$ cat src/cwg_map.vh
// register offsets, field positions, mode codes and reset values of the waveform unit
`ifndef CWG_MAP_VH
`define CWG_MAP_VH

`define CWG_ADDR_W 4
`define CWG_DATA_W 8

`define CWG_ADDR_CTRL 4'h0
`define CWG_ADDR_POL 4'h1
`define CWG_ADDR_STEER 4'h2
`define CWG_ADDR_DBR 4'h3
`define CWG_ADDR_DBF 4'h4
`define CWG_ADDR_STAT 4'h5

`define CWG_CTRL_EN 7
`define CWG_CTRL_LD 6
`define CWG_CTRL_MODE_HI 2
`define CWG_CTRL_MODE_LO 0

`define CWG_STEER_STR_HI 3
`define CWG_STEER_STR_LO 0
`define CWG_STEER_LVL_HI 7
`define CWG_STEER_LVL_LO 4

`define CWG_MODE_W 3
`define CWG_MODE_ASYNC 3'h0
`define CWG_MODE_SYNC 3'h1
`define CWG_MODE_FWD 3'h2
`define CWG_MODE_REV 3'h3
`define CWG_MODE_HALF 3'h4
`define CWG_MODE_PUSH 3'h5

`define CWG_DB_W 6
`define CWG_DB_MAX 6'h3F

`define CWG_RST_MODE 3'h0
`define CWG_RST_NIB 4'h0
`define CWG_RST_BYTE 8'h00
`define CWG_RST_DB 6'h00

`endif

$ cat src/complementary_wave_unit.v
// complementary waveform unit: mode steering, dead band, polarity and shutdown of four outputs
`timescale 1ns/1ps
`include "cwg_map.vh"

module complementary_wave_unit #(
  parameter DB_W = `CWG_DB_W
) (
  input wire i_clk,
  input wire i_rst_n,
  input wire i_ce,
  input wire [`CWG_ADDR_W-1:0] i_addr,
  input wire [`CWG_DATA_W-1:0] i_wdata,
  input wire i_wr,
  input wire i_rd,
  output reg [`CWG_DATA_W-1:0] o_rdata,
  input wire i_data,
  input wire i_shutdown,
  output wire o_out_a,
  output wire o_out_b,
  output wire o_out_c,
  output wire o_out_d
);

  // software-visible state, then the hidden dead-band buffers and load arming flag
  reg en_r;
  reg [`CWG_MODE_W-1:0] mode_r;
  reg [3:0] pol_r;
  reg [3:0] steer_r;
  reg [3:0] level_r;
  reg [DB_W-1:0] dbr_r;
  reg [DB_W-1:0] dbf_r;
  reg [DB_W-1:0] dbr_buf_r;
  reg [DB_W-1:0] dbf_buf_r;
  reg ld_r;
  reg ld_armed_r;

  // waveform state
  reg data_d_r;
  reg [DB_W-1:0] rise_cnt_r;
  reg [DB_W-1:0] fall_cnt_r;
  reg pp_r;
  reg dir_r;
  reg fb_wait_r;
  reg [DB_W-1:0] fb_cnt_r;
  reg [3:0] steer_act_r;
  reg [3:0] out_r;

  wire wr_ctrl;
  wire wr_dbr;
  wire wr_dbf;
  wire rise;
  wire fall;
  wire fb_mode;
  wire dir_sw;
  wire dir_eff;
  wire [DB_W-1:0] fb_limit;
  wire [DB_W-1:0] fb_cnt_cur;
  wire fb_hold;
  wire db_load;
  wire pp_sel;
  wire a_hb;
  wire b_hb;
  wire [3:0] steer_use;

  reg [3:0] raw;
  reg [3:0] pol_mask;
  reg [`CWG_DATA_W-1:0] rd_nxt;

  assign wr_ctrl = i_wr & (i_addr == `CWG_ADDR_CTRL);
  assign wr_dbr = i_wr & (i_addr == `CWG_ADDR_DBR);
  assign wr_dbf = i_wr & (i_addr == `CWG_ADDR_DBF);

  assign rise = i_data & ~data_d_r;
  assign fall = ~i_data & data_d_r;

  // while enabled, buffered dead-band values move only on the rise after the fall that follows a load request
  assign db_load = en_r & ld_armed_r & rise;

  // turn-on of A waits rise count, turn-on of B waits fall count; the counters
  // saturate so a held level never wraps and retriggers a second delay
  assign a_hb = i_data & (rise_cnt_r >= dbr_buf_r);
  assign b_hb = ~i_data & (fall_cnt_r >= dbf_buf_r);

  // the rising pulse itself already belongs to the next output
  assign pp_sel = rise ? ~pp_r : pp_r;

  assign fb_mode = (mode_r == `CWG_MODE_FWD) | (mode_r == `CWG_MODE_REV);
  // a pending direction is taken only at an input rise
  assign dir_sw = en_r & fb_mode & rise & (mode_r[0] != dir_r);
  assign dir_eff = dir_sw ? mode_r[0] : dir_r;
  // reverse uses the rise count on B, forward the fall count on D
  assign fb_limit = dir_eff ? dbr_buf_r : dbf_buf_r;
  assign fb_cnt_cur = dir_sw ? {DB_W{1'b0}} : fb_cnt_r;
  // the count runs on even if the input falls, so a short first pulse is simply lost
  assign fb_hold = (dir_sw | fb_wait_r) & (fb_cnt_cur < fb_limit);

  // asynchronous steering bypasses the held copy so a write acts on the next cycle
  assign steer_use = (mode_r == `CWG_MODE_ASYNC) ? steer_r :
                     (rise ? steer_r : steer_act_r);

  always @* begin
    raw = 4'h0;
    pol_mask = 4'hF;
    case (mode_r)
      `CWG_MODE_HALF: begin
        raw = {b_hb, a_hb, b_hb, a_hb};
      end
      `CWG_MODE_PUSH: begin
        raw[0] = i_data & ~pp_sel;
        raw[1] = i_data & pp_sel;
        raw[2] = raw[0];
        raw[3] = raw[1];
      end
      `CWG_MODE_ASYNC, `CWG_MODE_SYNC: begin
        raw = (steer_use & {4{i_data}}) | (~steer_use & level_r);
        pol_mask = steer_use;
      end
      `CWG_MODE_FWD, `CWG_MODE_REV: begin
        if (dir_eff) begin
          raw[2] = 1'b1;
          raw[1] = i_data & ~fb_hold;
        end else begin
          raw[0] = 1'b1;
          raw[3] = i_data & ~fb_hold;
        end
      end
      default: begin
        raw = 4'h0;
      end
    endcase
  end

  // per-output polarity and override; shutdown and disable force zero regardless of polarity
  // override: each unsteered output takes its own level from level_r, with no polarity applied
  genvar gi;
  generate
    for (gi = 0; gi < 4; gi = gi + 1) begin : g_out
      always @(posedge i_clk or negedge i_rst_n) begin
        if (!i_rst_n) begin
          out_r[gi] <= 1'b0;
        end else if (i_ce) begin
          if (!en_r || i_shutdown) begin
            out_r[gi] <= 1'b0;
          end else begin
            out_r[gi] <= raw[gi] ^ (pol_r[gi] & pol_mask[gi]);
          end
        end
      end
    end
  endgenerate

  assign o_out_a = out_r[0];
  assign o_out_b = out_r[1];
  assign o_out_c = out_r[2];
  assign o_out_d = out_r[3];

  // register file
  always @(posedge i_clk or negedge i_rst_n) begin
    if (!i_rst_n) begin
      en_r <= 1'b0;
      mode_r <= `CWG_RST_MODE;
      pol_r <= `CWG_RST_NIB;
      steer_r <= `CWG_RST_NIB;
      level_r <= `CWG_RST_NIB;
      dbr_r <= `CWG_RST_DB;
      dbf_r <= `CWG_RST_DB;
    end else if (i_ce && i_wr) begin
      case (i_addr)
        `CWG_ADDR_CTRL: begin
          en_r <= i_wdata[`CWG_CTRL_EN];
          // mode may change at any time; only full-bridge swaps are safe while enabled
          mode_r <= i_wdata[`CWG_CTRL_MODE_HI:`CWG_CTRL_MODE_LO];
        end
        `CWG_ADDR_POL: begin
          pol_r <= i_wdata[3:0];
        end
        `CWG_ADDR_STEER: begin
          steer_r <= i_wdata[`CWG_STEER_STR_HI:`CWG_STEER_STR_LO];
          level_r <= i_wdata[`CWG_STEER_LVL_HI:`CWG_STEER_LVL_LO];
        end
        `CWG_ADDR_DBR: begin
          dbr_r <= i_wdata[DB_W-1:0];
        end
        `CWG_ADDR_DBF: begin
          dbf_r <= i_wdata[DB_W-1:0];
        end
        default: begin
          en_r <= en_r;
        end
      endcase
    end
  end

  // dead-band double buffer and load request
  always @(posedge i_clk or negedge i_rst_n) begin
    if (!i_rst_n) begin
      dbr_buf_r <= `CWG_RST_DB;
      dbf_buf_r <= `CWG_RST_DB;
      ld_r <= 1'b0;
      ld_armed_r <= 1'b0;
    end else if (i_ce) begin
      if (!en_r) begin
        // disabled: the live count follows every write with no waiting
        if (wr_dbr) begin
          dbr_buf_r <= i_wdata[DB_W-1:0];
        end
        if (wr_dbf) begin
          dbf_buf_r <= i_wdata[DB_W-1:0];
        end
      end else if (db_load) begin
        dbr_buf_r <= dbr_r;
        dbf_buf_r <= dbf_r;
      end
      // a request written with the enable bit low is dropped: the buffers already track writes
      // a fresh request in the load cycle survives the clear
      if (wr_ctrl && i_wdata[`CWG_CTRL_LD] && i_wdata[`CWG_CTRL_EN]) begin
        ld_r <= 1'b1;
      end else if (db_load || !en_r) begin
        ld_r <= 1'b0;
      end
      if (db_load || !en_r) begin
        ld_armed_r <= 1'b0;
      end else if (ld_r && fall) begin
        ld_armed_r <= 1'b1;
      end
    end
  end

  // dead-band counters: count input-level cycles from zero, saturating at the top
  always @(posedge i_clk or negedge i_rst_n) begin
    if (!i_rst_n) begin
      data_d_r <= 1'b0;
      rise_cnt_r <= {DB_W{1'b0}};
      fall_cnt_r <= {DB_W{1'b0}};
    end else if (i_ce) begin
      data_d_r <= i_data;
      if (!i_data) begin
        rise_cnt_r <= {DB_W{1'b0}};
      end else if (rise_cnt_r != {DB_W{1'b1}}) begin
        rise_cnt_r <= rise_cnt_r + 1'b1;
      end
      if (i_data) begin
        fall_cnt_r <= {DB_W{1'b0}};
      end else if (fall_cnt_r != {DB_W{1'b1}}) begin
        fall_cnt_r <= fall_cnt_r + 1'b1;
      end
    end
  end

  // push-pull sequencer; reset state means the next pulse lands on A
  // a shutdown mid-sequence restarts on A, even when the last pulse before it was also on A
  always @(posedge i_clk or negedge i_rst_n) begin
    if (!i_rst_n) begin
      pp_r <= 1'b1;
    end else if (i_ce) begin
      if (!en_r || i_shutdown) begin
        pp_r <= 1'b1;
      end else if (mode_r == `CWG_MODE_PUSH && rise) begin
        pp_r <= ~pp_r;
      end
    end
  end

  // full-bridge direction and direction-switch dead band
  always @(posedge i_clk or negedge i_rst_n) begin
    if (!i_rst_n) begin
      dir_r <= 1'b0;
      fb_wait_r <= 1'b0;
      fb_cnt_r <= {DB_W{1'b0}};
    end else if (i_ce) begin
      if (!en_r) begin
        // enabling straight into either direction needs no switch delay
        // follow the mode being written so enabling straight into reverse starts reversed
        dir_r <= wr_ctrl ? i_wdata[`CWG_CTRL_MODE_LO] : mode_r[0];
        fb_wait_r <= 1'b0;
        fb_cnt_r <= {DB_W{1'b0}};
      end else if (dir_sw) begin
        dir_r <= mode_r[0];
        fb_wait_r <= (fb_limit != {DB_W{1'b0}});
        fb_cnt_r <= {{(DB_W-1){1'b0}}, 1'b1};
      end else if (fb_wait_r) begin
        if (fb_cnt_r >= fb_limit) begin
          fb_wait_r <= 1'b0;
        end else begin
          fb_cnt_r <= fb_cnt_r + 1'b1;
        end
      end
    end
  end

  // steering copy used by synchronous steering between input rises
  always @(posedge i_clk or negedge i_rst_n) begin
    if (!i_rst_n) begin
      steer_act_r <= `CWG_RST_NIB;
    end else if (i_ce) begin
      if (!en_r || mode_r == `CWG_MODE_ASYNC || rise) begin
        steer_act_r <= steer_r;
      end
    end
  end

  // read path: data stands only in the cycle after the strobe
  // status shows the pins as driven, so software sees polarity already applied
  always @* begin
    rd_nxt = `CWG_RST_BYTE;
    case (i_addr)
      `CWG_ADDR_CTRL: begin
        rd_nxt[`CWG_CTRL_EN] = en_r;
        rd_nxt[`CWG_CTRL_LD] = ld_r;
        rd_nxt[`CWG_CTRL_MODE_HI:`CWG_CTRL_MODE_LO] = mode_r;
      end
      `CWG_ADDR_POL: begin
        rd_nxt[3:0] = pol_r;
      end
      `CWG_ADDR_STEER: begin
        rd_nxt = {level_r, steer_r};
      end
      `CWG_ADDR_DBR: begin
        rd_nxt[DB_W-1:0] = dbr_r;
      end
      `CWG_ADDR_DBF: begin
        rd_nxt[DB_W-1:0] = dbf_r;
      end
      `CWG_ADDR_STAT: begin
        rd_nxt = {i_shutdown, fb_wait_r, dir_r, pp_r, out_r};
      end
      default: begin
        rd_nxt = `CWG_RST_BYTE;
      end
    endcase
  end

  always @(posedge i_clk or negedge i_rst_n) begin
    if (!i_rst_n) begin
      o_rdata <= `CWG_RST_BYTE;
    end else if (i_ce) begin
      if (i_rd) begin
        o_rdata <= rd_nxt;
      end else begin
        // idle value is zero so a stale word is never taken for a fresh read
        o_rdata <= `CWG_RST_BYTE;
      end
    end
  end

endmodule

$ cat config.mk
export PLATFORM = sky130hd
export DESIGN_NAME = complementary_wave_unit
export DESIGN_NICKNAME = d
export VERILOG_FILES = /design/src/complementary_wave_unit.v
export VERILOG_INCLUDE_DIRS = /design/src /design/src/src
export SDC_FILE = /design/constraint.sdc
export NUM_CORES = 1
export LEC_CHECK = 0
export ABC_AREA = 1
export BUFFER_PORTS_ARGS = -buffer_cell sky130_fd_sc_hd__buf_2
export CORE_UTILIZATION = 40
export CTS_BUF_LIST = sky130_fd_sc_hd__clkbuf_4 sky130_fd_sc_hd__clkbuf_8
export DETAILED_ROUTE_END_ITERATION = 8
export SYNTH_ARGS = -nofsm -noshare
export SYNTH_HDL_FRONTEND = slang
export SYNTH_SLANG_ARGS = --single-unit
$ cat constraint.sdc
create_clock -name i_clk -period 3.1 [get_ports i_clk]
set_clock_uncertainty 0.15 [all_clocks]
set_input_delay 0.155 -clock i_clk [delete_from_list [all_inputs] [get_ports i_clk]]
set_output_delay 0.155 -clock i_clk [all_outputs]
set_load 0.05 [all_outputs]
==> impl_metrics.ini, run 1 <==
[status]
run_status = finished with violations
violations = design-rule violations

[floorplan]
dieArea_sq_um = 12400
placeableCoreArea_sq_um = 11500
floorplan.die.height_um = 111
placementRows = 39
initial_utilization_pct = 41.5
io_pins = 31
die_w_um = 111

[clock_network]
cts-buffers-inserted = 9
clock_net_sink_count = 80
insertion_delay_ns = 0.39
clk_pin_slew_ns = 0.08
tritoncts = built
clock_path_buffers = 2
htreeDepth = 3
cts-root-buf = sky130_fd_sc_hd__clkbuf_8
postCtsSetupRepairBufs = 0

[timing]
tightest_slew_ns = 1.04
final-setup-viol-count = 0
fin_setup_tns_ns = 0
max_freq_mhz = 338
maxSlewViolCount = 0
timing.max_slew.rel_slack_pct = 30.6
finalHoldViolations = 0
finalCriticalPeriod_ns = 2.96
postLayoutSetupSlackWorst_ns = 0.145
unrepaired_setup_endpoints_after_global_routing = no
fin_crit_sh_pct = 95.3

[setup_path]
critical_path_class = input port to flip-flop
worst_r2r_path_depth = 18
timing.rr.end = fb_cnt_r[4]
worst-endpoint-arrival_ns = 3.12
worst-r2r-setup-slack_ns = 0.16
required_ns = 3.27
category_of_the_worst_setup_path_launch_point = input port
crit_path_max_fanout = 13
timing.critical_path.mode_cell = sky130_fd_sc_hd__o21ai_1
worst_path_largest_cell_delay_ns = 0.52
crit_path_top_delay_cell = sky130_fd_sc_hd__dlygate4sd3_1
worstPathCellList = dlygate4sd3_1 -> buf_2 -> inv_1 -> nor2_2 -> nand3_2 -> nand2_2 -> nand2_8 -> o21ai_1 -> ha_1 -> nand2_1 -> inv_1 -> o211ai_1 -> o2111ai_1 -> o21ai_1 -> nor2_1 -> nor2_2 -> nand2_1 -> o21ai_1
critical_path.endpoint_type = flip-flop
timing.rr.start = mode_r[2]

[synthesis]
syn-instance-count = 614
synth_area_per_cell_sq_um = 7.78
synth-main-ff-cell = sky130_fd_sc_hd__dfrtp_1
synth_commonest_cells = sky130_fd_sc_hd__nand2_1, sky130_fd_sc_hd__inv_1, sky130_fd_sc_hd__dfrtp_1, sky130_fd_sc_hd__o21ai_0, sky130_fd_sc_hd__nor2_1
synth_area_leader_cell = sky130_fd_sc_hd__dfrtp_1
syn-num-nets = 659
post-synth-top-area-fraction_pct = 41.4
synth.lib_cells_used.distinct = 47
synth_sequential_area_ratio_pct = 42.0
asyncSetResetFlopFracSynth_pct = 100
most_common_cell_in_the_netlist = sky130_fd_sc_hd__nand2_1
postSynthRegisterBits = 80
synthesis.yosys.warnings = 0
synth.cell_area_sq_um = 4770
post_synth_edffs = 0
leading_post_synthesis_cells_by_cell_area = sky130_fd_sc_hd__dfrtp_1, sky130_fd_sc_hd__nand2_1, sky130_fd_sc_hd__o21ai_0

[power_and_ir_drop]
power.static_leakage_nw = 2.64
ir_drop_uv = 407
power_density_nw_per_um2 = 706

[detailed_routing]
drt_first_iter_violations = 282
detail-route-antenna-nets = 0
finalWirelength_um = 13200
ratio_of_routed_vias_to_standard_cells = 5.38
via_count = 4334
drcViolationCount = 2
drtPass1Iterations = 7
wire_per_inst_um = 16.4

[global_routing]
grt_max_degree = 81
via_count_of_the_first_global_routing_pass = 4189
globalRouteTotalUtil_pct = 22.6
antenna_violations_before_repair = 0
grt_overflow_total = 0
grt_pass1_wl_um = 21500

[worst_hold_path]
holdCritStartpoint = i_ce
worstHoldEndpoint = o_rdata[5]
hold_path_depth = 3
holdCritPathClass = input port to flip-flop

[cells_and_area]
layout.cell_area.non_filler_sq_um = 5420
num_antenna_cells = 0
layout.core_utilization_pct = 47.1
layout-area-overhead-vs-synth_pct = 13.6
fillCellCount = 1202
final_layout_size_suffix_gt1_share_pct = 12.5
layout.nets = 702

[placement]
place.port_buffers = 30
dp_hpwl_um = 9980
place_area_sq_um = 5050
routability_congestion_estimate_from_global_placement = 0.905
dp_slack_ns = 0.0674

[flow_run]
cap_violations = 0
[sequential cells by signal (all words and copies together), names as in the netlist, 4 cells and up]
signal	flops
dbf_buf_r	6
fall_cnt_r	6
o_rdata	8
pol_r	4
fb_cnt_r	6
level_r	4
steer_act_r	4
rise_cnt_r	6
dbr_r	6
dbf_r	6
dbr_buf_r	6
steer_r	4
[metal layers]
layer  global-route usage, %  wire length (um)
met5                       0                 0
met4                    13.5               544
met1                    28.6              5870
met3                    3.88               616
met2                    36.3              6200
[worst max path at each step]
stage	start	cells past startpoint	slack [ns]	to
after floorplan	mode_r[1]	19	0.44	fb_cnt_r[1]
after global placement	mode_r[1]	17	0.27	fb_cnt_r[3]
after detailed placement	mode_r[1]	16	0.07	fb_cnt_r[3]
after CTS	mode_r[1]	16	0.11	fb_cnt_r[3]
after global routing	i_data	19	0.02	fb_cnt_r[4]
final	i_data	18	0.14	fb_cnt_r[4]
[timing repair]
item / in CTS / in global routing
endpoints found under the hold margin: 111 / 0
endpoints found under the setup margin: 1 / 6
hold buffers: 12 / 0
gates resized for setup: 1 / 3
pin swaps: 0 / 2
gates cloned: 0 / 1
[cell usage in the layout (no fill, tap or decap), drive strengths merged, types with 2 or more instances in the layout]
| cell | instances |
|---|---|
| a211oi | 4 |
| a21oi | 25 |
| a221oi | 2 |
| a31oi | 4 |
| and2 | 3 |
| buf | 34 |
| bufinv | 2 |
| clkbuf | 11 |
| clkinv | 2 |
| clkinvlp | 2 |
| dfrtp | 79 |
| dlygate4sd3 | 12 |
| ha | 26 |
| inv | 97 |
| mux2 | 2 |
| nand2 | 134 |
| nand3 | 34 |
| nand4 | 8 |
| nor2 | 45 |
| nor3 | 13 |
| nor3b | 2 |
| o2111ai | 3 |
| o211ai | 5 |
| o21ai | 92 |
| o221ai | 5 |
| o22ai | 3 |
| xor2 | 3 |
[area by class of cell]
cell class,count,area [sq um],area share [%]
multi-input combinational,422,2340,43.2
timing repair buffer,46,303,5.58
tap,143,179,3.30
inverter,98,368,6.78
clock buffer,11,145,2.68
sequential,80,2000,37.0
clock inverter,5,80.1,1.48
[cells by family after synthesis]
logic type               share of synthesized area, %
AO/OA/AOI/OAI                                    18.5
XOR/XNOR                                        0.550
adder cells (fa/ha/maj)                          6.81
buffers and inverters                            9.46
flip-flops                                       42.0
multiplexers                                    0.472
AND/OR/NAND/NOR                                  22.3
[power by group]
part           internal (W)  leakage [nW]  switching (W)
Combinational      0.000508          1.48       0.000958
Sequential          0.00127          1.05       0.000200
Clock              0.000483         0.109       0.000408
[through the flow]
step / total power (W) / cells / hold WS, ns
after floorplan: 0.00250 / 614 / -0.291
after global placement: 0.00285 / 776 / 0.251
after detailed placement: 0.00290 / 776 / 0.259
after CTS: 0.00383 / 804 / 0.0326
after global routing: 0.00411 / 805 / 0.0693
final: 0.00383 / 805 / 0.0528
[worst max-delay path, delay by kind of cell]
family	cells	cell delay (ns)
and+or+nand+nor	8	1.01
buffers and inverters	4	0.86
AOI/OAI and AO/OA	5	0.78
adders and majority gates	1	0.29
Power figures use the tool's default switching activity.
==> run 2: changes to the inputs <==
--- a/config.mk
+++ b/config.mk
@@ -6,11 +6,12 @@
 export SDC_FILE = /design/constraint.sdc
 export NUM_CORES = 1
 export LEC_CHECK = 0
-export ABC_AREA = 1
+export ABC_AREA = 0
 export BUFFER_PORTS_ARGS = -buffer_cell sky130_fd_sc_hd__buf_2
-export CORE_UTILIZATION = 40
+export CORE_UTILIZATION = 50
 export CTS_BUF_LIST = sky130_fd_sc_hd__clkbuf_4 sky130_fd_sc_hd__clkbuf_8
 export DETAILED_ROUTE_END_ITERATION = 8
+export PLACE_DENSITY = 0.68
 export SYNTH_ARGS = -nofsm -noshare
 export SYNTH_HDL_FRONTEND = slang
 export SYNTH_SLANG_ARGS = --single-unit
==> constraint.sdc (replaced) <==
create_clock -name i_clk -period 3.1 [get_ports i_clk]
set_clock_uncertainty 0.15 [all_clocks]
set_input_delay 0.465 -clock i_clk [delete_from_list [all_inputs] [get_ports i_clk]]
set_output_delay 0.465 -clock i_clk [all_outputs]
set_load 0.05 [all_outputs]
==> run 2 against run 1 <==
  * The flow finishes with violations (negative setup slack)
  * Synthesized area rose by 0.92%
  * Power fell by 4.4%
  * Via count is 7.7% lower
  * Sequential share of layout area shrank 1.6 points
  * Die area down 19%
  * Clock power is 3.7% lower
  * Sequential cell count unchanged
  * Maximum frequency fell by 6.0%
  * Largest cell class unchanged
  * Largest power group unchanged
  * Highest routed layer unchanged
==> impl_metrics.ini, run 2 <==
[detailed_routing]
drt_first_iter_violations = 236
drtPass1Iterations = 5
finalWirelength_um = 12700
ratio_of_routed_vias_to_standard_cells = 5.93
via_count = 4001
wire_per_inst_um = 18.8
drcViolationCount = 0
detail-route-antenna-nets = 0

[timing]
tightest_slew_ns = 1.01
max_freq_mhz = 318
finalHoldViolations = 0
timing.max_slew.rel_slack_pct = 32.9
hold_ws_ns = 0.123
fin_setup_tns_ns = -0.0426
final-setup-viol-count = 1
fin_crit_sh_pct = 101
unrepaired_setup_endpoints_after_global_routing = yes
postLayoutSetupSlackWorst_ns = -0.0426
finalCriticalPeriod_ns = 3.14
maxSlewViolCount = 0

[setup_path]
worst-endpoint-arrival_ns = 3.28
category_of_the_worst_setup_path_launch_point = flip-flop
path_delay_family = simple AND/OR/NAND/NOR gates
worst_path_largest_cell_delay_ns = 0.48
crit_path_max_fanout = 4
worstPathCellList = and4bb_4 -> nand2_4 -> mux2i_4 -> mux2_4 -> ha_4 -> nand2b_4 -> a21o_1 -> a21oi_2 -> o21ai_2 -> a21o_1 -> or4_4 -> a21oi_2
timing.rr.start = data_d_r
startpoint = data_d_r
critical_path_class = flip-flop to flip-flop
required_ns = 3.23
critical_path.endpoint_type = flip-flop
crit_path_top_delay_cell = sky130_fd_sc_hd__or4_4
critical_path_buf_inv_count = 0
worst-r2r-setup-slack_ns = -0.04

[floorplan]
initial_utilization_pct = 51.9
dieArea_sq_um = 10000
floorplan.die.height_um = 100
placeableCoreArea_sq_um = 9280
die_w_um = 100
placementRows = 35
io_pins = 31

[synthesis]
synth.cell_area_sq_um = 4820
synth.lib_cells_used.distinct = 64
most_common_cell_in_the_netlist = sky130_fd_sc_hd__dfrtp_1
post-synth-top-area-fraction_pct = 41.0
leading_post_synthesis_cells_by_cell_area = sky130_fd_sc_hd__dfrtp_1, sky130_fd_sc_hd__mux2_2, sky130_fd_sc_hd__ha_1
asyncSetResetFlopFracSynth_pct = 100
synth_area_leader_cell = sky130_fd_sc_hd__dfrtp_1
synth-main-ff-cell = sky130_fd_sc_hd__dfrtp_1
synth_commonest_cells = sky130_fd_sc_hd__dfrtp_1, sky130_fd_sc_hd__a21oi_1, sky130_fd_sc_hd__nand2_1, sky130_fd_sc_hd__nor2_1, sky130_fd_sc_hd__mux2_2
postSynthRegisterBits = 80
synthesis.yosys.warnings = 0
synth_area_per_cell_sq_um = 9.77
syn-num-nets = 538
syn-instance-count = 493
post_synth_edffs = 0
synth_sequential_area_ratio_pct = 41.6

[clock_network]
holdBufCountCts = 0
insertion_delay_ns = 0.36
htreeDepth = 3
cts-buffers-inserted = 9
clk_pin_slew_ns = 0.09
tritoncts = built
cts-root-buf = sky130_fd_sc_hd__clkbuf_8
clock_net_sink_count = 80
clock_path_buffers = 2

[status]
violations = negative setup slack
run_status = finished with violations

[cells_and_area]
mostFrequentLayoutCell = sky130_fd_sc_hd__dfrtp_1
final_layout_size_suffix_gt1_share_pct = 28.4
largest_reg_flops = 8
num_antenna_cells = 0
layout-area-overhead-vs-synth_pct = 17.7
layout.core_utilization_pct = 61.1
layout.cell_area.non_filler_sq_um = 5670
commonest_non_fill_non_tap_cells_in_the_layout = sky130_fd_sc_hd__dfrtp_1, sky130_fd_sc_hd__a21oi_1, sky130_fd_sc_hd__nand2_1
largest_register = o_rdata
layout.nets = 587

[power_and_ir_drop]
power.total_w = 0.00366
power_density_nw_per_um2 = 645
ir_drop_uv = 357
power.static_leakage_nw = 2.62

[global_routing]
grt_max_degree = 81
globalRouteTotalUtil_pct = 27.3
grt_overflow_total = 0
via_count_of_the_first_global_routing_pass = 3982
grt_pass1_wl_um = 20900
antenna_violations_before_repair = 0

[placement]
routability_congestion_estimate_from_global_placement = 1.01
place_area_sq_um = 5270
place.port_buffers = 30
dp_hpwl_um = 8990

[worst_hold_path]
holdCritPathClass = input port to async pin

[flow_run]
cap_violations = 0
[run 2: cell count changes in the layout (fill, tap and decap cells not counted), sizes merged, moves of 12 or more]
cell         before  now
a21oi            25   51
buf              34   62
dlygate4sd3      12    0
inv              97   19
mux2              2   36
mux2i             0   15
nand2           134   41
nand3            34   13
nor2b             0   13
o21ai            92   22
[run 2: what timing repair did]
item                                    in CTS  in global routing
resized for setup                            3                 28
endpoints found under the setup margin       2                  9
setup buffers                                1                  3
pin swaps                                    3                 14
gates cloned                                 0                  0
[run 2: worst paths after layout]
check	to	cells past startpoint
max	fb_cnt_r[5]	12
min	fall_cnt_r[0]	1
max reg2reg	fb_cnt_r[5]	12
min reg2reg	o_rdata[0]	1
max in group asynchronous	o_rdata[2]	1
min in group i_clk	level_r[2]	2
[run 2: final cells by class]
cell class,count,area (sq um)
clock buffer,10,131
clock inverter,5,82.6
fill,785,3610
inverter,19,71.3
multi-input combinational,370,2820
sequential,80,2000
tap,129,161
timing repair buffer,62,400
[run 2: per-layer routing]
metal  up-vias  track usage [%]  routed length (um)
li1       1895                -                   -
met1      1915             36.1                5550
met2       159             43.3                6000
met3        32             5.08                 681
met4         0             13.0                 473
met5         -                0                   0
[run 2: where the power goes]
group          internal, W  switching [W]  leakage [nW]  total (W)
registers          0.00124       0.000233          1.03    0.00147
clock network     0.000460       0.000398         0.110   0.000858
logic             0.000610       0.000721          1.48    0.00133
total              0.00230        0.00135          2.62    0.00366
[run 2: cells by family (layout without fill, tap and decap cells)]
family | count (synthesis) | in the layout | synth area share, %
muxes | 52 | 52 | 12.3
buffers and inverters | 43 | 96 | 3.56
xor gates and xnor gates | 13 | 13 | 2.36
and+or+nand+nor | 154 | 154 | 16.7
adders and majority gates | 26 | 26 | 6.75
DFF | 80 | 80 | 41.6
AOI/OAI and AO/OA | 125 | 125 | 16.8
[run 2: metrics by stage]
step	setup slack, ns	cells
finish	-0.0426	675
floorplan	-0.0656	493
CTS	-0.0168	672
global placement	-0.0561	656
detailed placement	-0.146	656
global route	-0.166	675
